## src/rtl/meter_regs_pkg.sv

```systemverilog
// Register map, reset values and widths for the configuration and status bank
package meter_regs_pkg;
   localparam int ADDR_W = 12;
   localparam int DATA_W = 16;
   localparam logic [11:0] OFS_ACCUM_CONFIG = 12'h04b0;
   localparam logic [11:0] OFS_POWER_UPDATE_INTERVAL = 12'h04b1;
   localparam logic [11:0] OFS_ENERGY_UPDATE_INTERVAL = 12'h04b2;
   localparam logic [11:0] OFS_CHECKSUM_REFRESH = 12'h04b4;
   localparam logic [11:0] OFS_THERMAL_SENSOR_SETUP = 12'h04b6;
   localparam logic [11:0] OFS_THERMAL_RESULT = 12'h04b7;
   localparam logic [11:0] OFS_CHAN_A_AMP_GAIN = 12'h04b9;
   localparam logic [11:0] OFS_CONFIG_WRITE_GUARD = 12'h04bf;
   localparam logic [11:0] OFS_AUTOCAL_TIER2_FLAGS = 12'h04c0;
   localparam logic [11:0] OFS_QUALITY_TIER2_FLAGS = 12'h04c1;
   localparam logic [11:0] OFS_FAULT_TIER2_FLAGS = 12'h04c2;
   localparam logic [11:0] OFS_SERIAL_RATE_SELECT = 12'h04dc;
   localparam logic [15:0] RST_ZERO = 16'h0000;
   localparam logic [15:0] RST_UPDATE_INTERVAL = 16'h00ff;
   localparam logic [15:0] FAST_BAUD_CODE = 16'h0052;
   localparam int NUM_TIER2 = 3;
   localparam int IDX_AUTOCAL = 0;
   localparam int IDX_QUALITY = 1;
   localparam int IDX_FAULT = 2;
endpackage

```

## src/rtl/metering_config_status_regs.sv

```systemverilog
// Configuration and second-tier status register bank of the metering core
// Contract
// - Autocal flags set first-tier summary bit
// - Autocal read returns then clears
// - Event on clearing cycle stays set
// - Quality flags: RO, zero reset, clear-on-read
// - Fault flags: RO, zero reset, clear-on-read
// - Code 0x0052 selects fast baud
// - Refresh write triggers checksum recompute
// - Write guard register, reset zero
// - Power interval, reset 0x00FF
// - Energy interval, reset 0x00FF
// - Channel A amplifier gain register
// - Thermal setup RW, result RO
// - Accumulation config register, reset zero
`timescale 1ns/1ps
module metering_config_status_regs
   import meter_regs_pkg::*;
(
   // Clock and reset
   input wire logic ref_clk_in,
   input wire logic rst_in,
   // Register port
   input wire logic [meter_regs_pkg::ADDR_W-1:0] reg_addr_in,
   input wire logic reg_wr_in,
   input wire logic reg_rd_in,
   input wire logic [meter_regs_pkg::DATA_W-1:0] reg_wdata_in,
   output logic [meter_regs_pkg::DATA_W-1:0] reg_rdata_out,
   output logic reg_rvalid_out,
   // Status sources
   input wire logic [meter_regs_pkg::DATA_W-1:0] autocal_event_in,
   input wire logic [meter_regs_pkg::DATA_W-1:0] quality_event_in,
   input wire logic [meter_regs_pkg::DATA_W-1:0] fault_event_in,
   input wire logic [meter_regs_pkg::DATA_W-1:0] thermal_value_in,
   input wire logic thermal_valid_in,
   // Configuration to the core
   output logic [meter_regs_pkg::DATA_W-1:0] accum_config_out,
   output logic [meter_regs_pkg::DATA_W-1:0] power_update_interval_out,
   output logic [meter_regs_pkg::DATA_W-1:0] energy_update_interval_out,
   output logic [meter_regs_pkg::DATA_W-1:0] thermal_sensor_setup_out,
   output logic [meter_regs_pkg::DATA_W-1:0] programmable_amplifier_gain_out,
   output logic [meter_regs_pkg::DATA_W-1:0] config_write_guard_out,
   output logic uart_fast_baud_out,
   output logic checksum_refresh_out,
   // First-tier summary bits
   output logic [meter_regs_pkg::NUM_TIER2-1:0] tier1_summary_out
);
   import meter_regs_pkg::*;

   typedef struct packed {
      logic [DATA_W-1:0] accum_config;
      logic [DATA_W-1:0] power_update_interval;
      logic [DATA_W-1:0] energy_update_interval;
      logic [DATA_W-1:0] thermal_sensor_setup;
      logic [DATA_W-1:0] thermal_result;
      logic [DATA_W-1:0] chan_a_amp_gain;
      logic [DATA_W-1:0] config_write_guard;
      logic fast_baud;
      logic [DATA_W-1:0] rdata;
      logic rvalid;
      logic [NUM_TIER2-1:0] summary;
   } bank_state_t;

   bank_state_t state, next_state;
   logic [DATA_W-1:0] flags [NUM_TIER2];
   logic [DATA_W-1:0] events [NUM_TIER2];
   logic [NUM_TIER2-1:0] clear_rd;
   logic refresh_wr;
   logic [DATA_W-1:0] tier_next [NUM_TIER2];

   assign events[IDX_AUTOCAL] = autocal_event_in;
   assign events[IDX_QUALITY] = quality_event_in;
   assign events[IDX_FAULT] = fault_event_in;

   assign clear_rd[IDX_AUTOCAL] = reg_rd_in && (reg_addr_in == OFS_AUTOCAL_TIER2_FLAGS);
   assign clear_rd[IDX_QUALITY] = reg_rd_in && (reg_addr_in == OFS_QUALITY_TIER2_FLAGS);
   assign clear_rd[IDX_FAULT] = reg_rd_in && (reg_addr_in == OFS_FAULT_TIER2_FLAGS);
   assign refresh_wr = reg_wr_in && (reg_addr_in == OFS_CHECKSUM_REFRESH);

   // Second-tier flag registers
   genvar g;
   generate
      for (g = 0; g < NUM_TIER2; g++) begin : gen_tier2
         assign tier_next[g] = (clear_rd[g] ? '0 : flags[g]) | events[g];
         tier2_flag_reg #(
            .WIDTH(DATA_W)
         ) u_flags (
            .ref_clk_in(ref_clk_in),
            .rst_in(rst_in),
            .event_in(events[g]),
            .clear_in(clear_rd[g]),
            .flags_out(flags[g])
         );
      end
   endgenerate

   checksum_refresh_pulse u_refresh (
      .ref_clk_in(ref_clk_in),
      .rst_in(rst_in),
      .write_in(refresh_wr),
      .refresh_out(checksum_refresh_out)
   );

   always_comb begin
      next_state = state;
      next_state.rvalid = reg_rd_in;
      next_state.rdata = RST_ZERO;
      if (thermal_valid_in) begin
         next_state.thermal_result = thermal_value_in;
      end
      if (reg_wr_in) begin
         case (reg_addr_in)
            OFS_ACCUM_CONFIG: begin
               next_state.accum_config = reg_wdata_in;
            end
            OFS_POWER_UPDATE_INTERVAL: begin
               next_state.power_update_interval = reg_wdata_in;
            end
            OFS_ENERGY_UPDATE_INTERVAL: begin
               next_state.energy_update_interval = reg_wdata_in;
            end
            OFS_THERMAL_SENSOR_SETUP: begin
               next_state.thermal_sensor_setup = reg_wdata_in;
            end
            OFS_CHAN_A_AMP_GAIN: begin
               next_state.chan_a_amp_gain = reg_wdata_in;
            end
            OFS_CONFIG_WRITE_GUARD: begin
               next_state.config_write_guard = reg_wdata_in;
            end
            OFS_SERIAL_RATE_SELECT: begin
               next_state.fast_baud = (reg_wdata_in == FAST_BAUD_CODE);
            end
            OFS_CHECKSUM_REFRESH: begin
            end
            OFS_THERMAL_RESULT,
            OFS_AUTOCAL_TIER2_FLAGS,
            OFS_QUALITY_TIER2_FLAGS,
            OFS_FAULT_TIER2_FLAGS: begin
            end
            default: begin
               next_state.fast_baud = state.fast_baud;
            end
         endcase
      end
      if (reg_rd_in) begin
         case (reg_addr_in)
            OFS_ACCUM_CONFIG: begin
               next_state.rdata = state.accum_config;
            end
            OFS_POWER_UPDATE_INTERVAL: begin
               next_state.rdata = state.power_update_interval;
            end
            OFS_ENERGY_UPDATE_INTERVAL: begin
               next_state.rdata = state.energy_update_interval;
            end
            OFS_THERMAL_SENSOR_SETUP: begin
               next_state.rdata = state.thermal_sensor_setup;
            end
            OFS_THERMAL_RESULT: begin
               next_state.rdata = state.thermal_result;
            end
            OFS_CHAN_A_AMP_GAIN: begin
               next_state.rdata = state.chan_a_amp_gain;
            end
            OFS_CONFIG_WRITE_GUARD: begin
               next_state.rdata = state.config_write_guard;
            end
            OFS_AUTOCAL_TIER2_FLAGS: begin
               next_state.rdata = flags[IDX_AUTOCAL];
            end
            OFS_QUALITY_TIER2_FLAGS: begin
               next_state.rdata = flags[IDX_QUALITY];
            end
            OFS_FAULT_TIER2_FLAGS: begin
               next_state.rdata = flags[IDX_FAULT];
            end
            OFS_CHECKSUM_REFRESH,
            OFS_SERIAL_RATE_SELECT: begin
               next_state.rdata = RST_ZERO;
            end
            default: begin
               next_state.rdata = RST_ZERO;
            end
         endcase
      end
      for (int i = 0; i < NUM_TIER2; i++) begin
         next_state.summary[i] = |tier_next[i];
      end
   end

   always_ff @(posedge ref_clk_in) begin
      if (rst_in) begin
         state.accum_config <= RST_ZERO;
         state.power_update_interval <= RST_UPDATE_INTERVAL;
         state.energy_update_interval <= RST_UPDATE_INTERVAL;
         state.thermal_sensor_setup <= RST_ZERO;
         state.thermal_result <= RST_ZERO;
         state.chan_a_amp_gain <= RST_ZERO;
         state.config_write_guard <= RST_ZERO;
         state.fast_baud <= 1'b0;
         state.rdata <= RST_ZERO;
         state.rvalid <= 1'b0;
         state.summary <= '0;
      end else begin
         state <= next_state;
      end
   end

   assign reg_rdata_out = state.rdata;
   assign reg_rvalid_out = state.rvalid;
   assign accum_config_out = state.accum_config;
   assign power_update_interval_out = state.power_update_interval;
   assign energy_update_interval_out = state.energy_update_interval;
   assign thermal_sensor_setup_out = state.thermal_sensor_setup;
   assign programmable_amplifier_gain_out = state.chan_a_amp_gain;
   assign config_write_guard_out = state.config_write_guard;
   assign uart_fast_baud_out = state.fast_baud;
   assign tier1_summary_out = state.summary;
endmodule

```

## src/rtl/tier2_flag_reg.sv

```systemverilog
// One clear-on-read second-tier status register
`timescale 1ns/1ps
module tier2_flag_reg
   import meter_regs_pkg::*;
#(
   parameter int WIDTH = 16
) (
   // Clock and reset
   input wire logic ref_clk_in,
   input wire logic rst_in,
   // Events and clearing read
   input wire logic [WIDTH-1:0] event_in,
   input wire logic clear_in,
   // Held flags
   output logic [WIDTH-1:0] flags_out
);
   typedef struct packed {
      logic [WIDTH-1:0] flags;
   } flag_state_t;
   flag_state_t state, next_state;

   always_comb begin
      next_state = state;
      next_state.flags = (clear_in ? '0 : state.flags) | event_in;
   end

   always_ff @(posedge ref_clk_in) begin
      if (rst_in) begin
         state <= '0;
      end else begin
         state <= next_state;
      end
   end

   assign flags_out = state.flags;
endmodule

```

## src/rtl/checksum_refresh_pulse.sv

```systemverilog
// Turns a checksum refresh write into a one-cycle request pulse
`timescale 1ns/1ps
module checksum_refresh_pulse (
   // Clock and reset
   input wire logic ref_clk_in,
   input wire logic rst_in,
   // Write strobe
   input wire logic write_in,
   // Registered pulse
   output logic refresh_out
);
   typedef struct packed {
      logic pulse;
   } pulse_state_t;
   pulse_state_t state, next_state;

   always_comb begin
      next_state = state;
      next_state.pulse = write_in;
   end

   always_ff @(posedge ref_clk_in) begin
      if (rst_in) begin
         state <= '0;
      end else begin
         state <= next_state;
      end
   end

   assign refresh_out = state.pulse;
endmodule

```

## config.mk

```make
export PLATFORM = sky130hd
export DESIGN_NAME = metering_config_status_regs
export DESIGN_NICKNAME = d
export VERILOG_FILES = /design/src/rtl/meter_regs_pkg.sv /design/src/rtl/metering_config_status_regs.sv /design/src/rtl/tier2_flag_reg.sv /design/src/rtl/checksum_refresh_pulse.sv
export SDC_FILE = /design/constraint.sdc
export NUM_CORES = 1
export LEC_CHECK = 0
export BUFFER_PORTS_ARGS = -buffer_cell sky130_fd_sc_hd__buf_2
export CORE_MARGIN = 1
export CORE_UTILIZATION = 49
export CTS_CLUSTER_SIZE = 24
export DETAILED_ROUTE_END_ITERATION = 10
export PLACE_DENSITY = 0.76
export SLEW_MARGIN = 0
export SYNTH_ARGS = -nofsm -noshare
export SYNTH_HDL_FRONTEND = slang
export SYNTH_SLANG_ARGS = --single-unit
```

## constraint.sdc

```tcl
create_clock -name ref_clk_in -period 1.9 [get_ports ref_clk_in]
set_input_delay 0.19 -clock ref_clk_in [delete_from_list [all_inputs] [get_ports ref_clk_in]]
set_output_delay 0.19 -clock ref_clk_in [all_outputs]
set_load 0.02 [all_outputs]
```

==> run_results.csv <==
group,metric,value,unit
detailed_routing,detailed_route_wire_length_per_cell,20.9,µm
setup_path,critical_path.max_fanout,10,
outcome,run_status,"finished clean",
power_and_ir_drop,switchingPower,2.02,mW
global_route,grt_use_met3,0.0882,
yosys,synthArstFlopShare,0,
clocking,cts.clk_slew.worst_paths,0.07,ns
clocking,tritoncts,"built",
setup_path,worst-r2r-setup-slack,0.43,ns
global_route,grt_first_pass_wirelength,44300,µm
setup_path,critPathArrivalTime,1.92,ns
yosys,syn-cell-area,8680,µm²
detailed_routing,drt-vias-per-instance,5.88,
floorplanning,boundaryPins,215,
run,maxCapViolCount,0,
yosys,seq_area_frac_synth,0.420,
yosys,synth_area_leaders,"dfxtp_1 42%, buf_4 9.9%, mux2i_1 7.5%",
clocking,post_cts_resize_count,0,
sta,grt_setup_unrepaired,"no",
cells_and_area,final_util,0.616,
floorplanning,die_area,18200,µm²
yosys,synthesis.instances,1002,
yosys,synth-edff-count,0,
sta,hold-worst-slack,0.00262,ns
placement,gp_congestion,1.00,
floorplanning,start_util,0.502,
sta,fin_setup_tns,0,ns
sta,timing_worst_slew_pin_value,0.515,ns
setup_path,startpoint_type,"input pin",
clocking,number_of_buffers_inserted_during_clock_tree_synthesis,17,
cells_and_area,finish.net_count,1280,
floorplanning,die_y,135,µm
clocking,cts-root-to-sink-buffers,2,
floorplanning,coreArea,17300,µm²
placement,dpl_wire_length,22000,µm
cells_and_area,multiInputGateArea,3880,µm²
setup_path,worst_ep_required_time,2.22,ns
power_and_ir_drop,vdd_drop_max,0.646,mV
sta,slew-limit-headroom,0.657,
global_route,grt_most_used_layer,"met2",
floorplanning,die_x,135,µm
cells_and_area,fraction_of_final_layout_cells_with_drive_strength_greater_than_1,0.295,
setup_path,cp_capture_type,"register",
power_and_ir_drop,swShare,0.244,
yosys,synth_seq_cells,182,
global_route,number_of_global_route_vias_before_repair,7766,
clocking,clock_insertion_delay_worst_skew,0.44,ns
sta,finalHoldViolations,0,
floorplanning,floorplan.rows,48,
sta,achievable-frequency,626,MHz
sta,fin_crit_sh,0.841,
yosys,share_of_yosys_cell_area_claimed_by_the_top_area_cell_type,0.420,
clocking,clkSinkCount,182,
clocking,htree_num_levels,4,
detailed_routing,dr_total_vias,8358,
global_route,routing_usage_on_met2,0.505,
detailed_routing,post-route-drc-count,0,
power_and_ir_drop,power.total,8.27,mW
placement,port_buffers,214,
power_and_ir_drop,p_per_area,777,nW/µm²
global_route,grt_antenna_before_repair,2,
cells_and_area,nFillCells,1477,
yosys,synthFlopType,"dfxtp_1",
clocking,clockRootBuffer,"clkbuf_16",
cells_and_area,syn_to_final_growth,22.7,%
min_path,hold_path_class,"in -> reg",
detailed_routing,antenna_left,0,
detailed_routing,drtPass1Iterations,8,
global_route,total_routing_usage_gr,0.326,
sta,finalWorstSetupSlack,0.302,ns
sta,fin_skew,0.00907,ns
yosys,synth_nets,1099,
global_route,grt_max_degree,117,
sta,total_setup_violations_reported_at_the_end_of_the_flow,0,
detailed_routing,drt_iter0_drc,888,
yosys,synth.largest_area_cell,"dfxtp_1",
global_route,grt_remaining_overflow,0,
yosys,yosys.cell_types.count,59,
yosys,synth.avg_cell_area,8.66,µm²
power_and_ir_drop,cellInternalPower,6.26,mW
yosys,synth.yosys.warnings,0,
sta,period_minus_slack,1.60,ns
cells_and_area,storage_element_area,3640,µm²
placement,preCtsSetupSlack,-0.106,ns
power_and_ir_drop,power.share.sequential,0.484,
detailed_routing,routed_wirelength,29800,µm
sta,slew_viol_final,0,
power_and_ir_drop,power.share.clock,0.423,
global_route,grt_use_met1,0.429,
power_and_ir_drop,power.combinational.fraction,0.093,
setup_path,criticalPathCategory,"in -> reg",
power_and_ir_drop,cellLeakagePower,4.65,nW
## sequential cells by signal (all words and copies together), names as in the netlist
signal,count
thermal_sensor_setup_out,16
reg_rvalid_out,1
tier1_summary_out,3
programmable_amplifier_gain_out,16
uart_fast_baud_out,1
gen_tier2.u_flags.flags_out,48
state,16
u_refresh.refresh_out,1
reg_rdata_out,16
config_write_guard_out,16
energy_update_interval_out,16
accum_config_out,16
power_update_interval_out,16
## through the flow
step           instances  area [µm²]
3_3_place_gp        1343        9600
5_1_grt             1421       10600
3_5_place_dp        1343        9600
6_report            1421       10600
4_1_cts             1420       10600
2_1_floorplan       1002        8680
## kinds of logic after synthesis
| kind of cell | synth area share |
|---|---|
| simple gates | 0.203 |
| compound gates | 0.151 |
| flops | 0.420 |
| buf+inv | 0.133 |
| mux | 0.0931 |
## layout by cell type, fill, tap and decap left out, drive strengths merged, types with 5 or more instances in the layout
master	Yosys	layout
nor4b	5	5
nand4	6	6
mux2i	65	65
nor3	9	9
a22oi	38	38
and4	5	5
o21ai	10	10
inv	4	5
nor2	109	109
clkbuf	37	20
nand3	42	42
dlygate4sd3	0	46
a211o	8	8
a222oi	5	5
o22ai	11	11
buf	140	293
mux2	14	14
nor4	29	29
a21oi	112	112
nand3b	10	10
and2	13	13
nand2	102	102
dfxtp	182	182
## critical path, cell delays in order
cell     delay, ns
buf_2         0.12
nor4b_4       0.27
buf_4         0.18
nand3_4       0.07
or3_1         0.57
and2_0        0.25
a211o_1       0.26
## routing by layer
metal | wire length (µm) | vias to the layer above
li1 | - | 3805
met1 | 12100 | 3922
met2 | 13300 | 542
met3 | 3270 | 89
met4 | 1100 | 0
met5 | 0 | -
## layout make-up
| class | instances | share of cell area |
|---|---|---|
| antenna | 1 | 0.000235 |
| clock inverter | 11 | 0.0119 |
| clock buffer | 20 | 0.0429 |
| sequential | 182 | 0.342 |
| timing repair buffer | 339 | 0.210 |
| multi-input combinational | 639 | 0.365 |
| inverter | 4 | 0.00141 |
| tap | 225 | 0.0264 |
## cells in the mapped netlist, types with 2 or more instances
| master | number |
|---|---|
| buf_2 | 21 |
| and4_1 | 5 |
| and2_0 | 4 |
| or2_2 | 2 |
| a32oi_1 | 2 |
| mux2_2 | 14 |
| nand3_2 | 2 |
| nand3_1 | 39 |
| a221oi_1 | 4 |
| dfxtp_1 | 182 |
| or3_1 | 2 |
| mux2i_1 | 65 |
| nand2b_1 | 2 |
| nand2_1 | 102 |
| nor2_1 | 108 |
| a21oi_1 | 112 |
| buf_4 | 115 |
| a41oi_1 | 2 |
| nor3_1 | 8 |
| a2bb2oi_1 | 3 |
| inv_1 | 4 |
| clkbuf_1 | 36 |
| a22o_1 | 4 |
| nor4_1 | 27 |
| a222oi_1 | 5 |
| nor4_4 | 2 |
| o22ai_1 | 11 |
| o32ai_1 | 4 |
| and2_1 | 9 |
| nand4_1 | 6 |
| nand3b_1 | 9 |
| buf_1 | 2 |
| buf_6 | 2 |
| nor4b_1 | 3 |
| a211o_1 | 8 |
| a22oi_1 | 38 |
| nor2b_1 | 4 |
| a31oi_1 | 2 |
| o21ai_0 | 10 |
| nand4b_1 | 3 |
## worst paths after layout
path                                              startpoint                                               to  depth (start not counted)
min                                     quality_event_in[10]    gen_tier2[1].u_flags.flags_out[10]$_SDFF_PP0_                          3
max                                           reg_addr_in[9]        power_update_interval_out[6]$_SDFFE_PP1P_                          7
min reg2reg  programmable_amplifier_gain_out[4]$_SDFFE_PP0P_  programmable_amplifier_gain_out[4]$_SDFFE_PP0P_                          2
max reg2reg      energy_update_interval_out[10]$_SDFFE_PP0P_                     reg_rdata_out[10]$_SDFF_PP0_                          4
## power groups by stage
stage	clock, mW	combinational [mW]	sequential [mW]
floorplan	0	0.332	4.05
finish	3.50	0.772	4.00
CTS	3.52	0.750	4.00
detailed placement	0	0.671	4.08
global route	3.68	0.818	4.01
global placement	0	0.669	4.08
## what timing repair did
action,4_1_cts,5_1_grt
hold buffers,46,0
buffers inserted,0,0
hold endpoints to repair,46,0
Power figures use the tool's default switching activity.
